<file path="src/rtl/adc_cfg_pkg.sv">
package adc_cfg_pkg;
  localparam int NUM_CH = 2;
  localparam int ADC_W = 11;

  // register offsets
  localparam logic [7:0] ADDR_CHAN_INDEX = 8'h05;
  localparam logic [7:0] ADDR_SELF_TEST = 8'h0e;
  localparam logic [7:0] ADDR_OFFSET_TRIM = 8'h10;
  localparam logic [7:0] ADDR_OUT_FORMAT = 8'h14;
  localparam logic [7:0] ADDR_CLK_PHASE = 8'h16;
  localparam logic [7:0] ADDR_DCO_DELAY = 8'h17;
  localparam logic [7:0] ADDR_REF_SPAN = 8'h18;
  localparam logic [7:0] ADDR_SIG_LOW = 8'h24;
  localparam logic [7:0] ADDR_SIG_HIGH = 8'h25;
  localparam logic [7:0] ADDR_TRANSFER = 8'hff;

  // reset values
  localparam logic [7:0] RST_CHAN_INDEX = 8'h03;
  localparam logic [7:0] RST_ZERO = 8'h00;
  localparam logic [7:0] RST_REF_SPAN = 8'hc0;

  // writable bit masks, open bits read as zero
  localparam logic [7:0] MASK_CHAN_INDEX = 8'h03;
  localparam logic [7:0] MASK_SELF_TEST = 8'h05;
  localparam logic [7:0] MASK_OFFSET = 8'h3f;
  localparam logic [7:0] MASK_OUT_LOCAL = 8'h17;
  localparam logic [7:0] MASK_OUT_GLOBAL = 8'hc0;
  localparam logic [7:0] MASK_CLK_PHASE = 8'h87;
  localparam logic [7:0] MASK_DCO_DELAY = 8'h1f;
  localparam logic [7:0] MASK_REF_SPAN = 8'hc0;

  // field positions
  localparam int BIT_TEST_EN = 0;
  localparam int BIT_TEST_RESEQ = 2;
  localparam int BIT_DRIVE = 7;
  localparam int BIT_OUT_TYPE = 6;
  localparam int BIT_OUT_EN_N = 4;
  localparam int BIT_INVERT = 2;
  localparam int BIT_FMT_LO = 0;
  localparam int BIT_DCO_INV = 7;
  localparam int BIT_PHASE_LO = 0;
  localparam int BIT_SPAN_LO = 6;
  localparam int BIT_TRANSFER = 0;

  // output data clock delay: step = full delay / code span
  localparam int DCO_FULL_PS = 2500;
  localparam int DCO_CODE_MAX = 31;

  // signature generator
  localparam logic [15:0] SIG_SEED = 16'h0000;
  localparam logic [15:0] SIG_TAPS = 16'h1021;

  typedef struct packed {
    logic [7:0] self_test;
    logic [7:0] offset;
    logic [7:0] out_local;
  } chan_cfg_t;

  typedef struct packed {
    logic [7:0] out_global;
    logic [7:0] clk_phase;
    logic [7:0] dco_delay;
    logic [7:0] ref_span;
  } glob_cfg_t;

  typedef struct packed {
    logic [1:0] format;
    logic invert;
    logic out_enable_n;
    logic [5:0] offset;
  } chan_out_t;
endpackage

</file>
<file path="src/rtl/adc_output_config_registers.sv">
`timescale 1ns/1ps
`default_nettype none
module adc_output_config_registers
  import adc_cfg_pkg::*;
#(
  parameter int CHANNELS = NUM_CH,
  parameter int DATA_W = ADC_W
) (
  // clock and reset
  input wire logic core_clk,
  input wire logic rstn,
  // register port from the serial control logic
  input wire logic reg_wr,
  input wire logic reg_rd,
  input wire logic [7:0] reg_addr,
  input wire logic [7:0] reg_wdata,
  output logic [7:0] reg_rdata,
  output logic reg_rvalid,
  // converter samples for the self-test
  input wire logic [CHANNELS*DATA_W-1:0] sample_data,
  // global output controls
  output logic drive_reduced,
  output logic lvds_mode,
  output logic [2:0] divider_delay_cycles,
  output logic output_data_clock_invert,
  output logic [4:0] output_data_clock_delay_code,
  output logic [11:0] output_data_clock_delay_ps,
  output logic [1:0] span_code,
  // per channel controls
  output chan_out_t [CHANNELS-1:0] chan_out,
  output logic [CHANNELS-1:0] self_test_running
);

  // the channel index register has one bit per channel, so the decode is fixed at two
  if (CHANNELS != NUM_CH) begin : gen_bad_channels
    $error("channel index decode serves exactly two channels");
  end
  if (DATA_W < 1 || DATA_W > 16) begin : gen_bad_width
    $error("sample width must be 1 to 16 bits");
  end

  // staged (master) and active (slave) copies
  chan_cfg_t [CHANNELS-1:0] stage_ch;
  chan_cfg_t [CHANNELS-1:0] active_ch;
  glob_cfg_t stage_gl;
  glob_cfg_t active_gl;
  logic [7:0] chan_index;
  logic [CHANNELS-1:0][15:0] signature;

  // decode
  wire hit_index = reg_addr == ADDR_CHAN_INDEX;
  wire hit_test = reg_addr == ADDR_SELF_TEST;
  wire hit_offset = reg_addr == ADDR_OFFSET_TRIM;
  wire hit_outfmt = reg_addr == ADDR_OUT_FORMAT;
  wire hit_phase = reg_addr == ADDR_CLK_PHASE;
  wire hit_dco = reg_addr == ADDR_DCO_DELAY;
  wire hit_span = reg_addr == ADDR_REF_SPAN;
  wire hit_sig_lo = reg_addr == ADDR_SIG_LOW;
  wire hit_sig_hi = reg_addr == ADDR_SIG_HIGH;
  wire hit_xfer = reg_addr == ADDR_TRANSFER;
  // the copy is taken on the edge that takes the transfer write; outputs follow one edge later
  wire transfer_now = reg_wr && hit_xfer && reg_wdata[BIT_TRANSFER];

  // global write strobes, one per register; the index write is not staged
  wire wr_index = reg_wr && hit_index;
  wire wr_outfmt = reg_wr && hit_outfmt;
  wire wr_phase = reg_wr && hit_phase;
  wire wr_dco = reg_wr && hit_dco;
  wire wr_span = reg_wr && hit_span;

  // the index is not staged, since it must steer the very next local write
  always_ff @(posedge core_clk) begin
    if (!rstn) begin
      chan_index <= RST_CHAN_INDEX;
    end else if (wr_index) begin
      chan_index <= reg_wdata & MASK_CHAN_INDEX;
    end
  end

  always_ff @(posedge core_clk) begin
    if (!rstn) begin
      stage_gl.out_global <= RST_ZERO;
    end else if (wr_outfmt) begin
      stage_gl.out_global <= reg_wdata & MASK_OUT_GLOBAL;
    end
  end

  always_ff @(posedge core_clk) begin
    if (!rstn) begin
      stage_gl.clk_phase <= RST_ZERO;
    end else if (wr_phase) begin
      stage_gl.clk_phase <= reg_wdata & MASK_CLK_PHASE;
    end
  end

  always_ff @(posedge core_clk) begin
    if (!rstn) begin
      stage_gl.dco_delay <= RST_ZERO;
    end else if (wr_dco) begin
      stage_gl.dco_delay <= reg_wdata & MASK_DCO_DELAY;
    end
  end

  always_ff @(posedge core_clk) begin
    if (!rstn) begin
      stage_gl.ref_span <= RST_REF_SPAN;
    end else if (wr_span) begin
      stage_gl.ref_span <= reg_wdata & MASK_REF_SPAN;
    end
  end

  always_ff @(posedge core_clk) begin
    if (!rstn) begin
      active_gl <= '{RST_ZERO, RST_ZERO, RST_ZERO, RST_REF_SPAN};
    end else if (transfer_now) begin
      active_gl <= stage_gl;
    end
  end

  genvar g;
  generate
    for (g = 0; g < CHANNELS; g++) begin : gen_ch
      wire local_wr = reg_wr && chan_index[g];
      wire [DATA_W-1:0] smp = sample_data[g*DATA_W +: DATA_W];
      wire test_en = active_ch[g].self_test[BIT_TEST_EN];
      wire test_reseq = active_ch[g].self_test[BIT_TEST_RESEQ];
      wire feedback = signature[g][15];
      wire [15:0] shifted = {signature[g][14:0], 1'b0} ^ (feedback ? SIG_TAPS : 16'h0000);
      wire [15:0] next_signature = shifted ^ {{(16-DATA_W){1'b0}}, smp};

      // a local write lands only in the channels that the index selects
      wire wr_test = local_wr && hit_test;
      wire wr_offset = local_wr && hit_offset;
      wire wr_local_fmt = local_wr && hit_outfmt;

      always_ff @(posedge core_clk) begin
        if (!rstn) begin
          stage_ch[g].self_test <= RST_ZERO;
        end else if (wr_test) begin
          stage_ch[g].self_test <= reg_wdata & MASK_SELF_TEST;
        end
      end

      always_ff @(posedge core_clk) begin
        if (!rstn) begin
          stage_ch[g].offset <= RST_ZERO;
        end else if (wr_offset) begin
          stage_ch[g].offset <= reg_wdata & MASK_OFFSET;
        end
      end

      always_ff @(posedge core_clk) begin
        if (!rstn) begin
          stage_ch[g].out_local <= RST_ZERO;
        end else if (wr_local_fmt) begin
          stage_ch[g].out_local <= reg_wdata & MASK_OUT_LOCAL;
        end
      end

      always_ff @(posedge core_clk) begin
        if (!rstn) begin
          active_ch[g] <= '{RST_ZERO, RST_ZERO, RST_ZERO};
        end else if (transfer_now) begin
          active_ch[g] <= stage_ch[g];
        end
      end

      // signature holds its last value when the test is stopped, so it can be read afterwards
      always_ff @(posedge core_clk) begin
        if (!rstn) begin
          signature[g] <= SIG_SEED;
        end else if (test_reseq) begin
          signature[g] <= SIG_SEED;
        end else if (test_en) begin
          signature[g] <= next_signature;
        end
      end

      always_ff @(posedge core_clk) begin
        if (!rstn) begin
          chan_out[g] <= '0;
        end else begin
          chan_out[g].format <= active_ch[g].out_local[BIT_FMT_LO +: 2];
          chan_out[g].invert <= active_ch[g].out_local[BIT_INVERT];
          chan_out[g].out_enable_n <= active_ch[g].out_local[BIT_OUT_EN_N];
          chan_out[g].offset <= active_ch[g].offset[5:0];
        end
      end

      always_ff @(posedge core_clk) begin
        if (!rstn) begin
          self_test_running[g] <= 1'b0;
        end else begin
          self_test_running[g] <= test_en && !test_reseq;
        end
      end
    end
  endgenerate

  // global controls
  wire [4:0] dco_code = active_gl.dco_delay[4:0];
  wire [16:0] dco_product = 17'(DCO_FULL_PS) * {12'h000, dco_code};
  wire [16:0] dco_quot = dco_product / 17'(DCO_CODE_MAX);
  // integer division truncates; one count of 31 is about 81 ps, enough for the delay line select

  always_ff @(posedge core_clk) begin
    if (!rstn) begin
      drive_reduced <= 1'b0;
    end else begin
      drive_reduced <= active_gl.out_global[BIT_DRIVE];
    end
  end

  always_ff @(posedge core_clk) begin
    if (!rstn) begin
      lvds_mode <= 1'b0;
    end else begin
      lvds_mode <= active_gl.out_global[BIT_OUT_TYPE];
    end
  end

  always_ff @(posedge core_clk) begin
    if (!rstn) begin
      divider_delay_cycles <= 3'h0;
    end else begin
      divider_delay_cycles <= active_gl.clk_phase[BIT_PHASE_LO +: 3];
    end
  end

  always_ff @(posedge core_clk) begin
    if (!rstn) begin
      output_data_clock_invert <= 1'b0;
    end else begin
      output_data_clock_invert <= active_gl.clk_phase[BIT_DCO_INV];
    end
  end

  // the raw code goes out beside the figure in ps, so the delay line can use either
  always_ff @(posedge core_clk) begin
    if (!rstn) begin
      output_data_clock_delay_code <= 5'h00;
    end else begin
      output_data_clock_delay_code <= dco_code;
    end
  end

  always_ff @(posedge core_clk) begin
    if (!rstn) begin
      output_data_clock_delay_ps <= 12'h000;
    end else begin
      output_data_clock_delay_ps <= dco_quot[11:0];
    end
  end

  always_ff @(posedge core_clk) begin
    if (!rstn) begin
      span_code <= RST_REF_SPAN[BIT_SPAN_LO +: 2];
    end else begin
      span_code <= active_gl.ref_span[BIT_SPAN_LO +: 2];
    end
  end

  // readback shows staged values; local reads follow the lowest selected channel
  wire rd_ch = !chan_index[0];
  wire [15:0] rd_sig = signature[rd_ch];
  wire [7:0] rd_mux =
    hit_index ? chan_index :
    hit_test ? stage_ch[rd_ch].self_test :
    hit_offset ? stage_ch[rd_ch].offset :
    hit_outfmt ? (stage_gl.out_global | stage_ch[rd_ch].out_local) :
    hit_phase ? stage_gl.clk_phase :
    hit_dco ? stage_gl.dco_delay :
    hit_span ? stage_gl.ref_span :
    hit_sig_lo ? rd_sig[7:0] :
    hit_sig_hi ? rd_sig[15:8] :
    8'h00;

  always_ff @(posedge core_clk) begin
    if (!rstn) begin
      reg_rvalid <= 1'b0;
    end else begin
      reg_rvalid <= reg_rd;
    end
  end

  // read data holds until the next read, so the serial side may shift it out late
  always_ff @(posedge core_clk) begin
    if (!rstn) begin
      reg_rdata <= 8'h00;
    end else if (reg_rd) begin
      reg_rdata <= rd_mux;
    end
  end

endmodule
`default_nettype wire

</file>
<file path="config.mk">
export PLATFORM = sky130hd
export DESIGN_NAME = adc_output_config_registers
export DESIGN_NICKNAME = d
export VERILOG_FILES = /design/src/rtl/adc_cfg_pkg.sv /design/src/rtl/adc_output_config_registers.sv
export SDC_FILE = /design/constraint.sdc
export NUM_CORES = 1
export LEC_CHECK = 0
export CORE_UTILIZATION = 26
export DETAILED_ROUTE_END_ITERATION = 8
export DONT_BUFFER_PORTS = 1
export SLEW_MARGIN = 20
export SYNTH_ARGS = -nofsm -noshare
export SYNTH_HDL_FRONTEND = slang
export SYNTH_SLANG_ARGS = --single-unit
export TNS_END_PERCENT = 20
</file>
<file path="constraint.sdc">
create_clock -name core_clk -period 8.83 [get_ports core_clk]
set_clock_uncertainty 0.2 [all_clocks]
set_input_delay 0.883 -clock core_clk [delete_from_list [all_inputs] [get_ports core_clk]]
set_output_delay 0.883 -clock core_clk [all_outputs]
set_load 0.05 [all_outputs]
</file>
* Word level (Yosys, flattened, before mapping)
Cells that the tools add are included.
W data, S select, Z words.
** Cells by class
- Multipliers :: 1
- Div/mod/pow operators :: 1
- $lt $le $gt $ge :: 1
- Eq/ne operators :: 10
- Mux-type cells :: 15
- Bitwise gates (word level) :: 6
- Reduce and logical (&&, ||, !) cells :: 22
** Operator list (count)
- $mux W8 :: 9
- $eq A8 B5 Y1 const B :: 5
- $mux W16 :: 2
- $xor A16 B11 Y16 :: 2
- $xor A16 B13 Y16 :: 2
- $mux W13 :: 2
- $mux W24 :: 1
- $mux W19 :: 1
- $div A17 B5 Y17 const B :: 1
- $logic_and A1 B1 Y1 :: 17
- $eq A8 B6 Y1 const B :: 2
- $mul A10 B5 Y15 const A :: 1
- $eq A8 B3 Y1 const B :: 1
- $eq A8 B4 Y1 const B :: 1
- $eq A8 B8 Y1 const B :: 1
- $or A8 B8 Y8 :: 1
- $reduce_or A2 Y1 :: 2
- $logic_not A1 Y1 :: 3
- $lt A1 B2 Y1 const B :: 1
- $not A1 Y1 :: 1
** Word-level totals
- Register bits :: 164
- Input bits :: 42
- Output and inout bits :: 56
- Word-level logic and storage cells :: 98

* Depth between registers and ports, before layout
Gate-level depths: netlist (run 1).
- Depth in word-level cells :: 12
- Gate-level depth with buffers :: 38
- Depth with buffers taken out :: 33

* Worst setup path after synthesis (run 1)
OpenSTA, ideal clock, no wires.
- Path type :: register to register
- Start point :: register active_gl[10] (netlist bit)
- End point :: register output_data_clock_delay_ps[0]
- Setup time :: 116 ps
- Data arrival time :: 8306 ps
- Required time :: 8514 ps
- Path slack :: 207 ps
- Cell stages (with the launch flop) :: 34
- Path buffers :: 0
- Period minus slack after synthesis :: 8623 ps
- Cell sequence :: dfxtp_1 > inv_1 > fa_1 > inv_1 > ha_1 > fa_1 > ha_1 > a21oi_1 > o21a_4 > xor2_1 > nor2_1 > a211oi_1 > nand2b_1 > o21ai_1 > o31a_1 > a21oi_2 > a21oi_2 > or4_4 > a21o_1 > o211ai_1 > and3_1 > o32ai_4 > and4_4 > a211o_1 > and2_4 > o221ai_1 > mux2i_1 > nand4_1 > or2_2 > ha_1 > nand2b_1 > mux2_4 > a311o_1 > o211a_1
** Between the ends
- Longest elaborated chain between the ends :: 2
** Ends and longest elaborated chain
- start, declared :: line adc_output_config_registers.sv:46 : glob_cfg_t active_gl;
- start signal, assigned :: line adc_output_config_registers.sv:114 : active_gl <= '{RST_ZERO, RST_ZERO, RST_ZERO, RST_REF_SPAN};
- start signal, assigned :: line adc_output_config_registers.sv:116 : active_gl <= stage_gl;
- $mul A10 B5 Y15 :: line adc_output_config_registers.sv:202 : wire [16:0] dco_product = 17'(DCO_FULL_PS) * {12'h000, dco_code};
- $div A17 B5 Y17 :: line adc_output_config_registers.sv:203 : wire [16:0] dco_quot = dco_product / 17'(DCO_CODE_MAX);
- end signal, assigned :: line adc_output_config_registers.sv:251 : output_data_clock_delay_ps <= dco_quot[11:0];
- end, declared :: line adc_output_config_registers.sv:27 : output logic [11:0] output_data_clock_delay_ps,
Every way passes these cells.
A chain may end at the register's enable or synchronous reset.

* Worst setup path in the final report (run 1)
- Start point :: register active_gl[11] (netlist bit)
- End point :: register output_data_clock_delay_ps[0]
The elaborated chain is that of the path after synthesis.

==> run metrics, run 1 <==
clk slew on worst S/H paths=0.08 ns; EDFF count, synth=0; clock buffer depth=2; GP Congestion=0.902; Overall Global Routing Usage=0.140; Final TNS setup=0 ns; Synth top cells by count=dfxtp_1 (164), nand2_1 (129), nor2_1 (74), mux2i_1 (63), a21boi_0 (46); remaining antenna violation count=0; Tot Pwr=0.00151 W; Top Family by Delay on Critical Path=compound AO/OA/AOI/OAI gates; kind of critical path=reg -> reg; async set or reset register ratio after synthesis=0; DR WL/cell=16.7 um; CP Launch Type=flip-flop; die area=35900 sq um; fin crit share=0.986; most frequent CP cell=buf_4; Sw Ratio=0.250; placed cell count=1515; largest net degree at the start of global routing=133; Reg power frac=0.493; Syn Nets=1118; synthesis-to-layout area growth=25.3%; slowest CP cell=fa_1; drt total wl=26400 um; status=complete, no violations; area leader, netlist=dfxtp_1; drt first pass iters=8; Final Hold Viols=0; setup violators final=0; Post-DP HPWL=18700 um; Ant. Diodes=0; Buf+Inv Stages, Crit Path=10; Hold Crit Class=reg -> reg; combinational power share=0.012; vias in the first global route=7394; final-layout fill cell count=3610; clock power share=0.496; global-route wire length before repair=40600 um; Distinct cells, synth=94; CTS tree=done; max-slew violations=0; pre-CTS setup slack=-0.178 ns; Slowest Stage Delay on Critical Path=0.52 ns; Worst-Skew Late Latency=0.44 ns; switching power=0.000378 W; unrepaired setup endpoints after global routing=true; P per Cell Area=132 nW/um^2; Die X=190 um; grt total ovfl=0; Crit Path Max Fanout=8; PortBufs=0; sequential cell area fraction in the yosys report=0.359; Root Buffer=clkbuf_16; via count=7865; share of layout cells above drive strength 1=0.233; Mapped Cells=1044; Most used DFF post-synth=dfxtp_1; initial antenna violation count=1; first-iteration detailed-routing DRC count=519; worst setup slack after layout=0.122 ns; CTS Hold Bufs=0; Yosys top cell area share=0.359; Int Pwr=0.00113 W; Avg Cell Area, Syn=8.76 sq um; most frequent cell after synthesis=dfxtp_1; Core Box Area=34500 sq um; Critical Path RT=8.95 ns; Leak Pwr=4.19 nW; Post-Syn Area=9150 sq um; clk sink count=164; crit end category=flip-flop; I/O Pins=98; max cap viols=0; nets@finish=1185; critical path data arrival time=8.83 ns; Die Y-Extent=190 um; Num CTS Buffers=17; relative max-transition margin=0.287; Remaining DRCs=0; Worst-Margin Slew=1.07 ns; Starting Density=0.265; top cells by area, synth=dfxtp_1 (36%), mux2i_1 (6.9%), nand2_1 (5.3%); VDD IR max=0.160 mV; Yosys warnings=0; final non-filler cell total=1579; fin util=0.332; row count=68; #FFs+latches synth=164; Final Critical Period=8.71 ns; H-tree Lvls=4; via density per instance=4.98; f_max=115 MHz
through the flow:
step | cell area [sq um] | hold slack [ns]
finish | 11500 | 0.243
global route | 11500 | 0.275
CTS | 10800 | 0.248
detailed placement | 10000 | 0.229
global placement | 10000 | 0.225
floorplan | 9150 | 0.211
power groups by stage:
stage                     clock network, W  logic (W)  registers [W]
after floorplan                          0  0.0000258       0.000761
after global placement                   0  0.0000178       0.000762
after detailed placement                 0  0.0000180       0.000762
after CTS                         0.000769  0.0000181       0.000745
after global routing              0.000800  0.0000194       0.000745
final                             0.000749  0.0000179       0.000745
registers in the layout, summed over array words and instances, names as in the netlist, 2 cells and up:
signal                        cells
signature                        30
active_ch                        24
stage_ch                         24
chan_out                         20
active_gl                        13
stage_gl                         13
output_data_clock_delay_ps       12
reg_rdata                         8
output_data_clock_delay_code      5
divider_delay_cycles              3
chan_index                        2
gen_ch.feedback                   2
self_test_running                 2
span_code                         2
routing by layer:
layer | global-route usage | part of all wire | wire [um]
met5 | 0 | 0 | 0
met4 | 0.0261 | 0.0088 | 231
met3 | 0.0531 | 0.082 | 2160
met2 | 0.225 | 0.47 | 12300
met1 | 0.179 | 0.44 | 11600
cell families after synthesis:
family,share of synthesized area
AND/OR/NAND/NOR,0.221
buffers and inverters,0.0339
AO/OA/AOI/OAI,0.212
XOR/XNOR,0.0443
adder cells (fa/ha/maj),0.0471
flip-flops,0.359
multiplexers,0.0832
final cells by class:
type                       count  area (sq um)  area share
clock buffer                  17           425      0.0371
clock inverter                15           179      0.0156
inverter                      22          82.6     0.00721
multi-input combinational    801          6110       0.533
sequential                   164          3290       0.287
tap                          455           569      0.0497
timing repair buffer         105           811      0.0708
path summary, 6_finish.rpt:
| path | from | end | slack (ns) | depth (start not counted) |
|---|---|---|---|---|
| min reg2reg | active_gl[7]$_SDFFE_PN1P_ | span_code[1]$_SDFF_PN1_ | 0.24 | 1 |
| max | active_gl[11]$_SDFFE_PN0P_ | output_data_clock_delay_ps[0]$_SDFF_PN0_ | 0.12 | 40 |
| max reg2reg | active_gl[11]$_SDFFE_PN0P_ | output_data_clock_delay_ps[0]$_SDFF_PN0_ | 0.12 | 40 |
| min | active_gl[7]$_SDFFE_PN1P_ | span_code[1]$_SDFF_PN1_ | 0.24 | 1 |
cell usage in the layout (no fill, tap or decap), drive strengths merged, types with 13 or more instances in the layout:
master	count
a211oi	38
a21boi	48
a21oi	40
and2	47
buf	105
clkbuf	17
dfxtp	164
ha	28
inv	29
mux2i	64
nand2	130
nand3	36
nor2	75
nor2b	38
nor3	22
o21ai	26
o22ai	13
xnor2	38
what timing repair did:
item | 4_1_cts | 5_1_grt
cloned | 0 | 0
gates resized for setup | 16 | 94
pin swaps | 2 | 48
setup buffers | 6 | 26
endpoints found under the setup margin | 1 | 2
Power figures use the tool's default switching activity.
==> run 2, diff against run 1 <==
==> constraint.sdc (replaced) <==
create_clock -name core_clk -period 9.9 [get_ports core_clk]
set_clock_uncertainty 0.2 [all_clocks]
set_input_delay 0.99 -clock core_clk [delete_from_list [all_inputs] [get_ports core_clk]]
set_output_delay 0.99 -clock core_clk [all_outputs]
set_load 0.05 [all_outputs]
==> run metrics, run 2 (synthesis results as in run 1) <==
status=complete, no violations; drt total wl=24300 um; PortBufs=0; initial antenna violation count=0; row count=68; Root Buffer=clkbuf_16; via density per instance=5.00; via count=7449; clock buffer depth=2; Fin Hold WS=0.241 ns; relative max-transition margin=0.278; Critical Path RT=10.03 ns; GP Congestion=0.883; max reg flops=30; synthesis-to-layout area growth=12.0%; dpl cell area=9620 sq um; fin crit share=0.949; Core Box Area=34500 sq um; fin util=0.297; largest registers=signature: 30 flops, active_ch: 24 flops, stage_ch: 24 flops; Crit Path Max Fanout=12; clk slew on worst S/H paths=0.07 ns; share of layout cells above drive strength 1=0.106; Top Family by Delay on Critical Path=compound AO/OA/AOI/OAI gates; commonest non-fill, non-tap cell in the layout=dfxtp_1; Ant. Diodes=0; kind of critical path=reg -> reg; I/O Pins=98; Reg with most FFs=signature; Overall Global Routing Usage=0.136; Post-DP HPWL=17900 um; Starting Density=0.265; global-route wire length before repair=39100 um; unrepaired setup endpoints after global routing=false; H-tree Lvls=4; clk sink count=164; commonest cells after routing, fill and taps aside=dfxtp_1 (164), nand2_1 (129), nor2_1 (74), mux2i_1 (63), a21boi_0 (46); CTS tree=done; P per Cell Area=130 nW/um^2; largest net degree at the start of global routing=133; first-iteration detailed-routing DRC count=437; f_max=106 MHz; post-route cell area=10200 sq um; slowest CP cell=fa_1; Slowest Stage Delay on Critical Path=0.56 ns; Worst-Margin Slew=1.08 ns; worst setup slack after layout=0.504 ns; setup violators final=0; pre-CTS setup slack=0.420 ns; drt first pass iters=5; Buf+Inv Stages, Crit Path=2; max cap viols=0; Leak Pwr=3.69 nW; critical path data arrival time=9.52 ns; DR WL/cell=16.3 um; grt total ovfl=0; Hold Crit Class=reg -> reg; Die X=190 um; die area=35900 sq um; max-slew violations=0; CP Launch Type=flip-flop; vias in the first global route=7106; VDD IR max=0.124 mV; Final Critical Period=9.40 ns; Final TNS setup=0 ns; Remaining DRCs=0; Final Hold Viols=0; nets@finish=1097; Num CTS Buffers=17; crit end category=flip-flop; Worst-Skew Late Latency=0.43 ns; final-layout fill cell count=3696; remaining antenna violation count=0; Die Y-Extent=190 um; Setup Buffers After CTS=0
-- run 2: cell count changes in the layout (fill, tap and decap cells not counted), moves of 4 or more --
| cell | change |
|---|---|
| nand3_1 | +4 |
| a21oi_4 | -5 |
| buf_4 | -82 |
| buf_6 | -6 |
| nor3_1 | +4 |
| a211oi_1 | +6 |
| nor2_2 | -4 |
| a21oi_1 | +6 |
| a211oi_4 | -5 |
| nor2_1 | +5 |
| ha_1 | +4 |
-- run 2: path summary, 6_finish.rpt --
kind	from	to	slack, ns	cells after the start
setup / recovery	active_gl[10]$_SDFFE_PN0P_	output_data_clock_delay_ps[0]$_SDFF_PN0_	0.50	33
hold / removal	active_gl[7]$_SDFFE_PN1P_	span_code[1]$_SDFF_PN1_	0.24	1
setup reg to reg	active_gl[10]$_SDFFE_PN0P_	output_data_clock_delay_ps[0]$_SDFF_PN0_	0.50	33
hold reg to reg	active_gl[7]$_SDFFE_PN1P_	span_code[1]$_SDFF_PN1_	0.24	1
-- run 2: final cells by class --
class | count | area, sq um | area share
flip-flops and latches | 164 | 3280 | 0.321
multi-input cells | 801 | 5590 | 0.546
repair buffers | 17 | 128 | 0.0125
clock inverters | 15 | 165 | 0.0161
well taps | 455 | 569 | 0.0556
clock buffers | 17 | 425 | 0.0415
inverters | 22 | 82.6 | 0.00806
-- run 2: power by group --
group	internal, W	switching, W	leakage [nW]	total [W]
Clock	0.000336	0.000319	0.277	0.000656
Combinational	0.0000101	0.00000588	2.09	0.0000159
Sequential	0.000660	0.00000419	1.32	0.000664
-- run 2: layer usage --
layer  track usage  share of wire
met1         0.172           0.44
met2         0.215           0.45
met5             0              0
met3        0.0574          0.096
met4        0.0316         0.0071
-- run 2: per-stage QoR --
stage | total power, W | std cells
after floorplan | 0.000702 | 1044
after global placement | 0.000696 | 1459
after detailed placement | 0.000696 | 1459
after CTS | 0.00136 | 1491
after global routing | 0.00138 | 1491
final | 0.00134 | 1491
-- run 2: timing repair --
item,in CTS,in global routing
hold buffers,0,0
setup endpoints to repair,0,1
gates resized for setup,0,4
